<file path="src/rtl/eisc_pkg.sv">
// Package with the register map, field positions and reset values of the external interrupt status/control block.
package eisc_pkg;

  // Avalon byte address width and data width.
  localparam int unsigned EISC_ADDR_W = 4;
  localparam int unsigned EISC_DATA_W = 32;

  // Register byte addresses, one aligned word each.
  localparam logic [EISC_ADDR_W-1:0] EISC_STAT_CTRL_ADDR = 4'h0;
  localparam logic [EISC_ADDR_W-1:0] EISC_BREAK_CTRL_ADDR = 4'h4;
  localparam logic [EISC_ADDR_W-1:0] EISC_LATCH_STAT_ADDR = 4'h8;

  // Field positions in the status/control register.
  localparam int unsigned EISC_PIN_B_LEVEL_BIT = 7;
  localparam int unsigned EISC_PIN_B_CLEAR_BIT = 6;
  localparam int unsigned EISC_PIN_B_BLOCK_BIT = 5;
  localparam int unsigned EISC_PIN_B_SENSE_BIT = 4;
  localparam int unsigned EISC_PIN_B_OFF_BIT = 3;
  localparam int unsigned EISC_PIN_A_CLEAR_BIT = 2;
  localparam int unsigned EISC_PIN_A_BLOCK_BIT = 1;
  localparam int unsigned EISC_PIN_A_SENSE_BIT = 0;

  // Field position in the break control register.
  localparam int unsigned EISC_BREAK_ALLOW_BIT = 0;

  // Field positions in the latch status register.
  localparam int unsigned EISC_LATCH_A_BIT = 0;
  localparam int unsigned EISC_LATCH_B_BIT = 1;
  localparam int unsigned EISC_PIN_A_LEVEL_BIT = 2;

  // Reset values of the stored control fields, of the pin path and of the bus wait flag.
  localparam logic EISC_CTRL_RST = 1'h0;
  localparam logic EISC_PIN_IDLE = 1'h1;
  localparam logic EISC_WAIT_RST = 1'h1;

  // Pin synchroniser depth.
  localparam int unsigned EISC_SYNC_DEPTH = 3;

  // Pin indices in the per-pin vectors.
  localparam int unsigned EISC_PIN_A = 0;
  localparam int unsigned EISC_PIN_B = 1;

  // Whole state of the block, registered in one process.
  typedef struct packed {
    logic [1:0][EISC_SYNC_DEPTH-1:0] sync;
    logic [1:0] lvl;
    logic [1:0] latch;
    logic [1:0] ack_seen;
    logic [1:0] block;
    logic [1:0] sense;
    logic latch_off;
    logic brk_allow;
    logic bus_wait;
    logic [EISC_DATA_W-1:0] rdata;
    logic [1:0] req;
  } eisc_state_t;

endpackage

</file>
<file path="src/rtl/eisc_top.sv">
// External interrupt status/control block with an Avalon-MM register slave.
//
// Operation
// [RQ1] Read-only bit shows pin B level.
// [RQ2] Writing 1 clears the pin B latch.
// [RQ3] Pin B clear bit reads zero.
// [RQ4] Pin B block bit stops pin B requests.
// [RQ5] Pin B sense: edge-plus-level or edge only.
// [RQ6] Pin B latch-off stops pin B latching.
// [RQ7] Writing 1 clears the pin A latch.
// [RQ8] Pin A clear bit reads zero.
// [RQ9] Pin A block bit stops pin A requests.
// [RQ10] Pin A sense: edge-plus-level or edge only.
// [RQ11] Vector fetch clears its latch; reset clears both.
// [RQ12] Level mode: clear needs acknowledge and pin high.
// [RQ13] Falling edge after acknowledge sets latch again.
// [RQ14] Break blocks software clears unless clear allowed.
// [RQ15] Pins synchronised; falling edge from accepted samples.
`timescale 1ns/1ps
`default_nettype none

module eisc_top
  import eisc_pkg::*;
(
  input wire logic clk,
  input wire logic rst_b,
  input wire logic ext_int_pin_a,
  input wire logic ext_int_pin_b,
  input wire logic vec_ack_a,
  input wire logic vec_ack_b,
  input wire logic break_active,
  input wire logic [EISC_ADDR_W-1:0] address,
  input wire logic read,
  input wire logic write,
  input wire logic [EISC_DATA_W-1:0] writedata,
  input wire logic [3:0] byteenable,
  output logic [EISC_DATA_W-1:0] readdata,
  output logic waitrequest,
  output logic irq_req_a,
  output logic irq_req_b
);

  // Timing seen by users of this block: a pin change is accepted three edges late, so a pulse
  // shorter than about two cycles may be lost, which is the price of filtering pin noise.
  // A request rises on the edge that accepts a falling level; a vector acknowledge or a taken
  // software clear acts on the edge that samples it, so the latch reads low one cycle later.
  // Every bus access costs exactly one wait cycle. Capturing read data on the request edge
  // keeps the answer path free of address decode, at the cost of a slower polling loop.
  // A write lands on its answer edge, so a read that follows it always sees the new value.

  // Registered state and its next value.
  eisc_state_t state_reg;
  eisc_state_t state_next;

  // Per-pin helper terms, visible to the checks below.
  logic [1:0] fall;
  logic [1:0] set_ev;
  logic [1:0] sw_clr_raw;
  logic [1:0] sw_clr;
  logic [1:0] vec_ack;
  logic [1:0] pin_high;
  logic [1:0] hold_low;
  // Bus strobes: a write lands on the answer edge, a read is sampled on the request edge.
  logic wr_take;
  logic rd_take;

  // Vector acknowledges come from the CPU on this clock, so they need no synchroniser.
  assign vec_ack = {vec_ack_b, vec_ack_a};

  // Next-state logic for the pin path, the latches and the bus slave.
  always_comb begin
    state_next = state_reg;
    // The bus answers one cycle after it sees a request; the write lands at the edge the master sees the answer.
    wr_take = !state_reg.bus_wait && write;
    rd_take = state_reg.bus_wait && read;
    // Clear strobes exist only in the cycle in which a write is taken.
    sw_clr_raw = 2'h0;
    if (wr_take && byteenable[0] && address == EISC_STAT_CTRL_ADDR) begin
      sw_clr_raw[EISC_PIN_A] = writedata[EISC_PIN_A_CLEAR_BIT];
      sw_clr_raw[EISC_PIN_B] = writedata[EISC_PIN_B_CLEAR_BIT];
    end
    // During break, software clears are dropped unless break clears are allowed.
    sw_clr = (break_active && !state_reg.brk_allow) ? 2'h0 : sw_clr_raw; // [RQ14]

    // Both pins share one body; only pin B has the latch-off gate.
    for (int i = 0; i < 2; i++) begin
      // Three-stage synchroniser; only the second and third stages are compared.
      state_next.sync[i] = {state_reg.sync[i][EISC_SYNC_DEPTH-2:0], (i == 0) ? ext_int_pin_a : ext_int_pin_b}; // [RQ15]
      if (state_reg.sync[i][1] == state_reg.sync[i][2]) begin
        // A level change counts only once the two later stages agree.
        state_next.lvl[i] = state_reg.sync[i][2]; // [RQ15]
      end
      // A falling edge is a drop of the accepted level.
      fall[i] = state_reg.lvl[i] && !state_next.lvl[i]; // [RQ15]
      pin_high[i] = state_next.lvl[i];
      // Level holding applies only while the pin may latch at all.
      hold_low[i] = state_reg.sense[i] && !pin_high[i]; // [RQ5] [RQ10]
      if (i == EISC_PIN_B && state_reg.latch_off) begin
        // Pin B is cut off from its latch: no edge and no level reaches it.
        hold_low[i] = 1'b0; // [RQ6]
      end
      set_ev[i] = (fall[i] || hold_low[i]) && !(i == EISC_PIN_B && state_reg.latch_off); // [RQ6] [RQ13]

      if (set_ev[i]) begin
        // A new request wins over any acknowledge in the same cycle.
        state_next.latch[i] = 1'b1; // [RQ13]
        if (vec_ack[i] || sw_clr[i]) begin
          // In level mode, an acknowledge while the pin is still low is remembered for its return high.
          state_next.ack_seen[i] = hold_low[i]; // [RQ12]
        end
      end else if (vec_ack[i] || sw_clr[i]) begin
        // Edge-only mode, or the pin already high: the acknowledge clears at once.
        state_next.latch[i] = 1'b0; // [RQ2] [RQ7] [RQ11]
        state_next.ack_seen[i] = 1'b0;
      end else if (state_reg.ack_seen[i] && pin_high[i]) begin
        // Level mode: the remembered acknowledge completes when the pin returns high.
        state_next.latch[i] = 1'b0; // [RQ12]
        state_next.ack_seen[i] = 1'b0;
      end else if (!state_reg.latch[i]) begin
        // Nothing pending, so nothing is remembered.
        state_next.ack_seen[i] = 1'b0;
      end
    end

    // Register writes take effect at the edge the master sees waitrequest low.
    if (wr_take && byteenable[0]) begin
      unique case (address)
        EISC_STAT_CTRL_ADDR: begin
          // Clear bits are strobes only and are never stored.
          state_next.block[EISC_PIN_B] = writedata[EISC_PIN_B_BLOCK_BIT]; // [RQ4]
          state_next.sense[EISC_PIN_B] = writedata[EISC_PIN_B_SENSE_BIT]; // [RQ5]
          state_next.latch_off = writedata[EISC_PIN_B_OFF_BIT]; // [RQ6]
          state_next.block[EISC_PIN_A] = writedata[EISC_PIN_A_BLOCK_BIT]; // [RQ9]
          state_next.sense[EISC_PIN_A] = writedata[EISC_PIN_A_SENSE_BIT]; // [RQ10]
        end
        EISC_BREAK_CTRL_ADDR: begin
          // Break clear permission.
          state_next.brk_allow = writedata[EISC_BREAK_ALLOW_BIT]; // [RQ14]
        end
        default: begin
          // Unmapped or read-only addresses ignore writes.
          state_next.brk_allow = state_reg.brk_allow;
        end
      endcase
    end

    // Read data is captured with the answer and stands while waitrequest is low.
    if (rd_take) begin
      state_next.rdata = '0;
      unique case (address)
        EISC_STAT_CTRL_ADDR: begin
          // Clear bits read as zero because they are not stored.
          state_next.rdata[EISC_PIN_B_LEVEL_BIT] = state_reg.lvl[EISC_PIN_B]; // [RQ1]
          state_next.rdata[EISC_PIN_B_CLEAR_BIT] = 1'b0; // [RQ3]
          state_next.rdata[EISC_PIN_B_BLOCK_BIT] = state_reg.block[EISC_PIN_B];
          state_next.rdata[EISC_PIN_B_SENSE_BIT] = state_reg.sense[EISC_PIN_B];
          state_next.rdata[EISC_PIN_B_OFF_BIT] = state_reg.latch_off;
          state_next.rdata[EISC_PIN_A_CLEAR_BIT] = 1'b0; // [RQ8]
          state_next.rdata[EISC_PIN_A_BLOCK_BIT] = state_reg.block[EISC_PIN_A];
          state_next.rdata[EISC_PIN_A_SENSE_BIT] = state_reg.sense[EISC_PIN_A];
        end
        EISC_BREAK_CTRL_ADDR: begin
          // Break clear permission reads back.
          state_next.rdata[EISC_BREAK_ALLOW_BIT] = state_reg.brk_allow;
        end
        EISC_LATCH_STAT_ADDR: begin
          // Latch states and pin A level, for polling software.
          state_next.rdata[EISC_LATCH_A_BIT] = state_reg.latch[EISC_PIN_A];
          state_next.rdata[EISC_LATCH_B_BIT] = state_reg.latch[EISC_PIN_B];
          state_next.rdata[EISC_PIN_A_LEVEL_BIT] = state_reg.lvl[EISC_PIN_A];
        end
        default: begin
          // Unmapped addresses read as zero.
          state_next.rdata = '0;
        end
      endcase
    end

    // One answer cycle per request; the flag drops right after it is seen.
    // Holding the flag in waitrequest polarity keeps waitrequest a direct flop output with no gate after it.
    state_next.bus_wait = !(state_reg.bus_wait && (read || write));

    // Requests follow the latch, held back by the block bits.
    state_next.req = state_next.latch & ~state_next.block; // [RQ4] [RQ9]
  end

  // State register; reset clears latches and control and parks the pin path high.
  always_ff @(posedge clk or negedge rst_b) begin
    if (!rst_b) begin
      state_reg.sync <= {2{{EISC_SYNC_DEPTH{EISC_PIN_IDLE}}}};
      state_reg.lvl <= {2{EISC_PIN_IDLE}};
      state_reg.latch <= 2'h0; // [RQ11]
      state_reg.ack_seen <= 2'h0;
      state_reg.block <= {2{EISC_CTRL_RST}};
      state_reg.sense <= {2{EISC_CTRL_RST}};
      state_reg.latch_off <= EISC_CTRL_RST;
      state_reg.brk_allow <= EISC_CTRL_RST;
      // The wait flag comes up high, so waitrequest is high in and right after reset.
      state_reg.bus_wait <= EISC_WAIT_RST;
      state_reg.rdata <= '0;
      state_reg.req <= 2'h0;
    end else begin
      state_reg <= state_next;
    end
  end

  // Outputs come straight from the state flops.
  assign readdata = state_reg.rdata;
  // The stored wait flag is waitrequest itself.
  assign waitrequest = state_reg.bus_wait;
  assign irq_req_a = state_reg.req[EISC_PIN_A];
  assign irq_req_b = state_reg.req[EISC_PIN_B];
endmodule

`default_nettype wire

</file>
<file path="config.mk">
export PLATFORM = sky130hd
export DESIGN_NAME = eisc_top
export DESIGN_NICKNAME = d
export VERILOG_FILES = /design/src/rtl/eisc_pkg.sv /design/src/rtl/eisc_top.sv
export SDC_FILE = /design/constraint.sdc
export NUM_CORES = 1
export LEC_CHECK = 0
export BUFFER_PORTS_ARGS = -buffer_cell sky130_fd_sc_hd__buf_2
export CORE_UTILIZATION = 42
export DETAILED_ROUTE_END_ITERATION = 6
export PLACE_DENSITY = 0.82
export RECOVER_POWER = 100
export SLEW_MARGIN = 20
export SYNTH_ARGS = -nofsm -noshare
export SYNTH_HDL_FRONTEND = slang
export SYNTH_SLANG_ARGS = --single-unit
</file>
<file path="constraint.sdc">
create_clock -name clk -period 2.19 [get_ports clk]
set_input_delay 0.1095 -clock clk [delete_from_list [all_inputs] [get_ports clk]]
set_output_delay 0.1095 -clock clk [all_outputs]
set_load 0.1 [all_outputs]
</file>
# Yosys cells after proc, flatten, opt, wreduce, memory -nomap -nowiden
# Index checks and enable logic that the tools add are counted.
[totals]
regBits = 29
inputBits = 49
output_inout_bits = 35
wordCells = 79
[op_classes]
eq_ne = 8
mux = 27
bitwise_logic = 2
reduce_logical = 29
[op_table]
columns = ["op", "n"]
rows = [
  ["$mux 1", 20],
  ["$logic_and 1x1->1", 13],
  ["$mux 5", 2],
  ["$reduce_and 2->1", 4],
  ["$logic_not 1->1", 6],
  ["$mux 6", 1],
  ["$ne 3x1->1 const B", 2],
  ["$logic_or 1x1->1", 5],
  ["$eq 4x3->1 const B", 1],
  ["$eq 4x4->1 const B", 1],
  ["$logic_not 4->1", 1],
  ["$mux 2", 2],
  ["$ne 2x1->1 const B", 2],
  ["$pmux 2 s2", 1],
  ["$pmux 1 s3", 1],
  ["$and 2x2->2", 1],
  ["$eq 1x1->1", 2],
  ["$not 2->2", 1],
]

# Logic depth before layout (Yosys ltp)
[logic_depth]
ltp_word = 10
mapped_depth = 5
ltp_nobuf = 4

# Worst setup path after synthesis
# Ideal clock, no wire load.
[synth_path]
path_type = "reg-to-reg"
startpoint = "reg state_reg (netlist bit waitrequest)"
endpoint = "reg state_reg (netlist bit irq_req_b)"
setup_ns = 0.094
arrival_time_ns = 1.885
required_time_ns = 2.096
path_slack_ns = 0.211
stages_incl_launch_ff = 6
n_path_buf = 1
period_less_slack_ns = 1.979
path_cell_list = "dfstp_2 -> and3b_1 -> and2_2 -> buf_2 -> mux2_2 -> a211oi_1"
[synth_lines]
columns = ["element", "line_no", "rtl"]
rows = [
  ["start: declaration", "eisc_top.sv:52", "eisc_state_t state_reg;"],
  ["start signal: assignment", "eisc_top.sv:203", "state_reg <= state_next;"],
]

==> metrics.md <==
| Metric | Value |
|---|---|
| Status | finished clean |
| Layout cells sized above 1 | 0.2308 |
| Synthesized area per cell | 11.03 sq um |
| Sequential Power Share | 0.494 |
| Flip-flop count of the largest register, all copies and words added | 14 |
| First-pass GRT wire length | 3657 um |
| Area after DPL | 0.001421 sq mm |
| Post-CTS Hold Fix Bufs | 5 |
| Largest net degree at the start of global routing | 29 |
| Cells after DPL | 189 |
| Crit end category | flip-flop |
| Initial detailed-routing violation count | 28 |
| Number of global-route vias before repair | 856 |
| TritonCTS buffer count | 3 |
| Worst reg2reg startpoint | waitrequest |
| Fraction of the core area covered by cells at the end of the flow | 0.4862 |
| Yosys warning count | 0 |
| Post-CTS setup repair buffer count | 0 |
| Worst Path Max Fanout | 5 |
| Beginning of the critical path | waitrequest |
| Area growth from synthesis to final layout | 9.424% |
| Maxcap violations | 0 |
| Antenna violations before repair | 0 |
| Final routed wire length divided by cell count | 11.54 um |
| Net switching fraction of the power | 0.4215 |
| Post-layout instance count excluding filler cells | 200 |
| Power Density | 817.0 mW/mm^2 |
| Detailed Routing Iterations Pass 1 | 4 |
| Endpoint of the most critical setup path | irq_req_b |
| Core Box Area | 0.003078 sq mm |
| Overflow after GRT | 0 |
| Standard cell with the maximum stage delay on the critical path | sky130_fd_sc_hd__dfstp_1 |
| Max H-tree Level | 1 |
| Register-to-register path setup slack | 0.37 ns |
| Port buffer count | 30 |
| Required time of the critical path | 2.44 ns |
| Die height | 59.06 um |
| Kind of start point of the critical path | flip-flop |
| Worst slack, placed | 0.5494 ns |
| Clock network fraction of total power | 0.172 |
| Die extent in x | 59.06 um |
| Time the final worst path needs with I/O delays and setup | 1.815 ns |
| Final setup fails | 0 |
| Worst hold-check path type | primary input to flip-flop |
| Transition at the pin with the smallest max-transition slack | 1.431 ns |
| Combinational cell fraction of total power | 0.334 |
| Synthesized cell area | 0.001368 sq mm |
| Total count of max-transition violations in the final report | 0 |
| Post-Route WL | 2308 um |
| Final Cell Area | 0.001496 sq mm |
| Final worst clock skew | 0.009937 ns |
| Count of pins on the block boundary | 84 |
| Sequential-to-total area share from yosys stat | 0.5206 |
| Clock tree from TritonCTS | done |
| Number of gates resized after cts | 0 |
| Smallest hold slack | 0.02653 ns |
| Worst-path clk slew | 0.14 ns |
| Arrival time of the worst setup path | 2.06 ns |
| Leak | 0.6866 nW |
| Antenna diodes | 0 |
| Peak clock frequency supported by timing | 0.5509 GHz |
| Count of cell instances traversed by the critical path | 4 |
| Sum Neg Setup Slack | 0 ns |
| Final nets | 206 |
| Ratio of routed vias to standard cells | 4.530 |
| Count of mapped cells out of synthesis | 124 |
| Most common cell after layout, fill and taps aside | sky130_fd_sc_hd__conb_1 |
| Gr usage total | 0.1427 |
| Clock root cell | sky130_fd_sc_hd__clkbuf_4 |
| Number of remaining DRC errors | 0 |
| Max VDD drop | 0.4226 mV |
| Site Rows | 20 |
| Setup repair after global routing missed its margin | no |
| Critical path start-end classification | flip-flop to flip-flop |
| Initial core utilization | 0.4443 |
| Die Outline Area | 0.003488 sq mm |
| Number of library cell types mapped by synthesis | 28 |
| Clk Latency, worst-skew pair | 0.33 ns |
| Clock sink total | 28 |
| Part of the cycle the worst path needs | 0.8288 |
| Maximum buffer depth of the clock tree | 2 |
| Relative slew slack | 0.04611 |
| FF-to-FF End | irq_req_b |
| Number of fill cells | 294 |
| Vias | 906 |
| Most frequent cells in the layout | 25 x sky130_fd_sc_hd__conb_1, 19 x sky130_fd_sc_hd__buf_2, 19 x sky130_fd_sc_hd__dfrtp_1, 15 x sky130_fd_sc_hd__nand2_1, 11 x sky130_fd_sc_hd__clkbuf_1 |
| Top delay family on crit path | flip-flops |
| Half-perimeter wire length after placement | 1745 um |
| Count of buffer and inverter cells on the critical path | 0 |
| ANT nets after route | 0 |
| Total Power | 1.223 mW |
| Register bit count reported by yosys | 28 |
| Final hold violation count | 0 |
| Critical path's largest stage delay | 0.59 ns |
| Net switching power figure | 0.5153 mW |
| Cell internal power dissipation | 0.7073 mW |
| Fin worst setup slack | 0.3749 ns |
| Worst reg-to-reg path cell count | 4 |
| Critical Path, Cell by Cell | and3b_1 > and2_0 > mux2_1 > a211oi_1 |
| Final GP Congestion | 0.7497 |
[worst min-delay path by stage]
stage	start	to	slack [ns]	cells after the start
after floorplan	rst_b	irq_req_a	-0.19	0
after global placement	rst_b	state_reg[37]	0.14	1
after detailed placement	rst_b	state_reg[37]	0.15	1
after CTS	writedata[3]	state_reg[36]	0.002	2
after global routing	writedata[0]	state_reg[37]	0.02	2
final	writedata[5]	state_reg[40]	0.03	2
[cell usage after synthesis]
| master | count | share of area |
|---|---|---|
| sky130_fd_sc_hd__a211oi_1 | 1 | 0.0055 |
| sky130_fd_sc_hd__a21oi_1 | 6 | 0.022 |
| sky130_fd_sc_hd__a221o_1 | 1 | 0.0073 |
| sky130_fd_sc_hd__a22oi_1 | 2 | 0.011 |
| sky130_fd_sc_hd__a32o_1 | 1 | 0.0073 |
| sky130_fd_sc_hd__a41oi_2 | 1 | 0.012 |
| sky130_fd_sc_hd__and2_2 | 1 | 0.0055 |
| sky130_fd_sc_hd__and3b_1 | 1 | 0.0064 |
| sky130_fd_sc_hd__buf_2 | 1 | 0.0037 |
| sky130_fd_sc_hd__buf_4 | 32 | 0.18 |
| sky130_fd_sc_hd__clkbuf_1 | 1 | 0.0027 |
| sky130_fd_sc_hd__conb_1 | 1 | 0.0027 |
| sky130_fd_sc_hd__dfrtp_1 | 19 | 0.35 |
| sky130_fd_sc_hd__dfstp_2 | 9 | 0.17 |
| sky130_fd_sc_hd__maj3_1 | 2 | 0.015 |
| sky130_fd_sc_hd__mux2_2 | 7 | 0.058 |
| sky130_fd_sc_hd__nand2_1 | 15 | 0.041 |
| sky130_fd_sc_hd__nand2b_1 | 1 | 0.0046 |
| sky130_fd_sc_hd__nand3_1 | 2 | 0.0073 |
| sky130_fd_sc_hd__nand4_1 | 1 | 0.0046 |
| sky130_fd_sc_hd__nor2_1 | 3 | 0.0082 |
| sky130_fd_sc_hd__nor2b_1 | 2 | 0.0091 |
| sky130_fd_sc_hd__nor3_1 | 2 | 0.0073 |
| sky130_fd_sc_hd__nor4_4 | 1 | 0.016 |
| sky130_fd_sc_hd__nor4b_1 | 1 | 0.0064 |
| sky130_fd_sc_hd__o211ai_1 | 1 | 0.0055 |
| sky130_fd_sc_hd__o21ai_0 | 8 | 0.029 |
| sky130_fd_sc_hd__or3b_1 | 1 | 0.0064 |
[cell type report]
cell class	instances	area (sq um)	area share
Timing Repair Buffer	38	215.2	0.1438
Clock buffer	4	26.28	0.01756
Multi-Input combinational cell	86	488.0	0.3261
Sequential cell	28	711.9	0.4758
Tap cell	44	55.05	0.03679
[logic make-up (layout without fill, tap and decap cells)]
logic type | count (synthesis) | after routing | synth area share
buf+inv | 34 | 42 | 0.1821
fa+ha+maj | 2 | 2 | 0.01464
simple gates | 31 | 31 | 0.1226
compound gates | 21 | 21 | 0.09973
mux | 7 | 7 | 0.05764
flops | 28 | 28 | 0.5206
other cells | 1 | 25 | 0.002742
[per-layer routing]
metal / GRT usage / wire (um)
met3: 0.02402 / 189
met2: 0.2468 / 1104
met5: 0 / 0
met4: 0.08163 / 51
met1: 0.1669 / 963
[power by group through the flow]
stage | Combinational, mW | Sequential, mW | Clock [mW]
floorplan | 0.322 | 0.669 | 0
global placement | 0.398 | 0.612 | 0
detailed placement | 0.404 | 0.615 | 0
CTS | 0.412 | 0.606 | 0.221
global route | 0.426 | 0.610 | 0.243
finish | 0.408 | 0.604 | 0.210
Note: power is estimated with default switching activity, not from simulation.
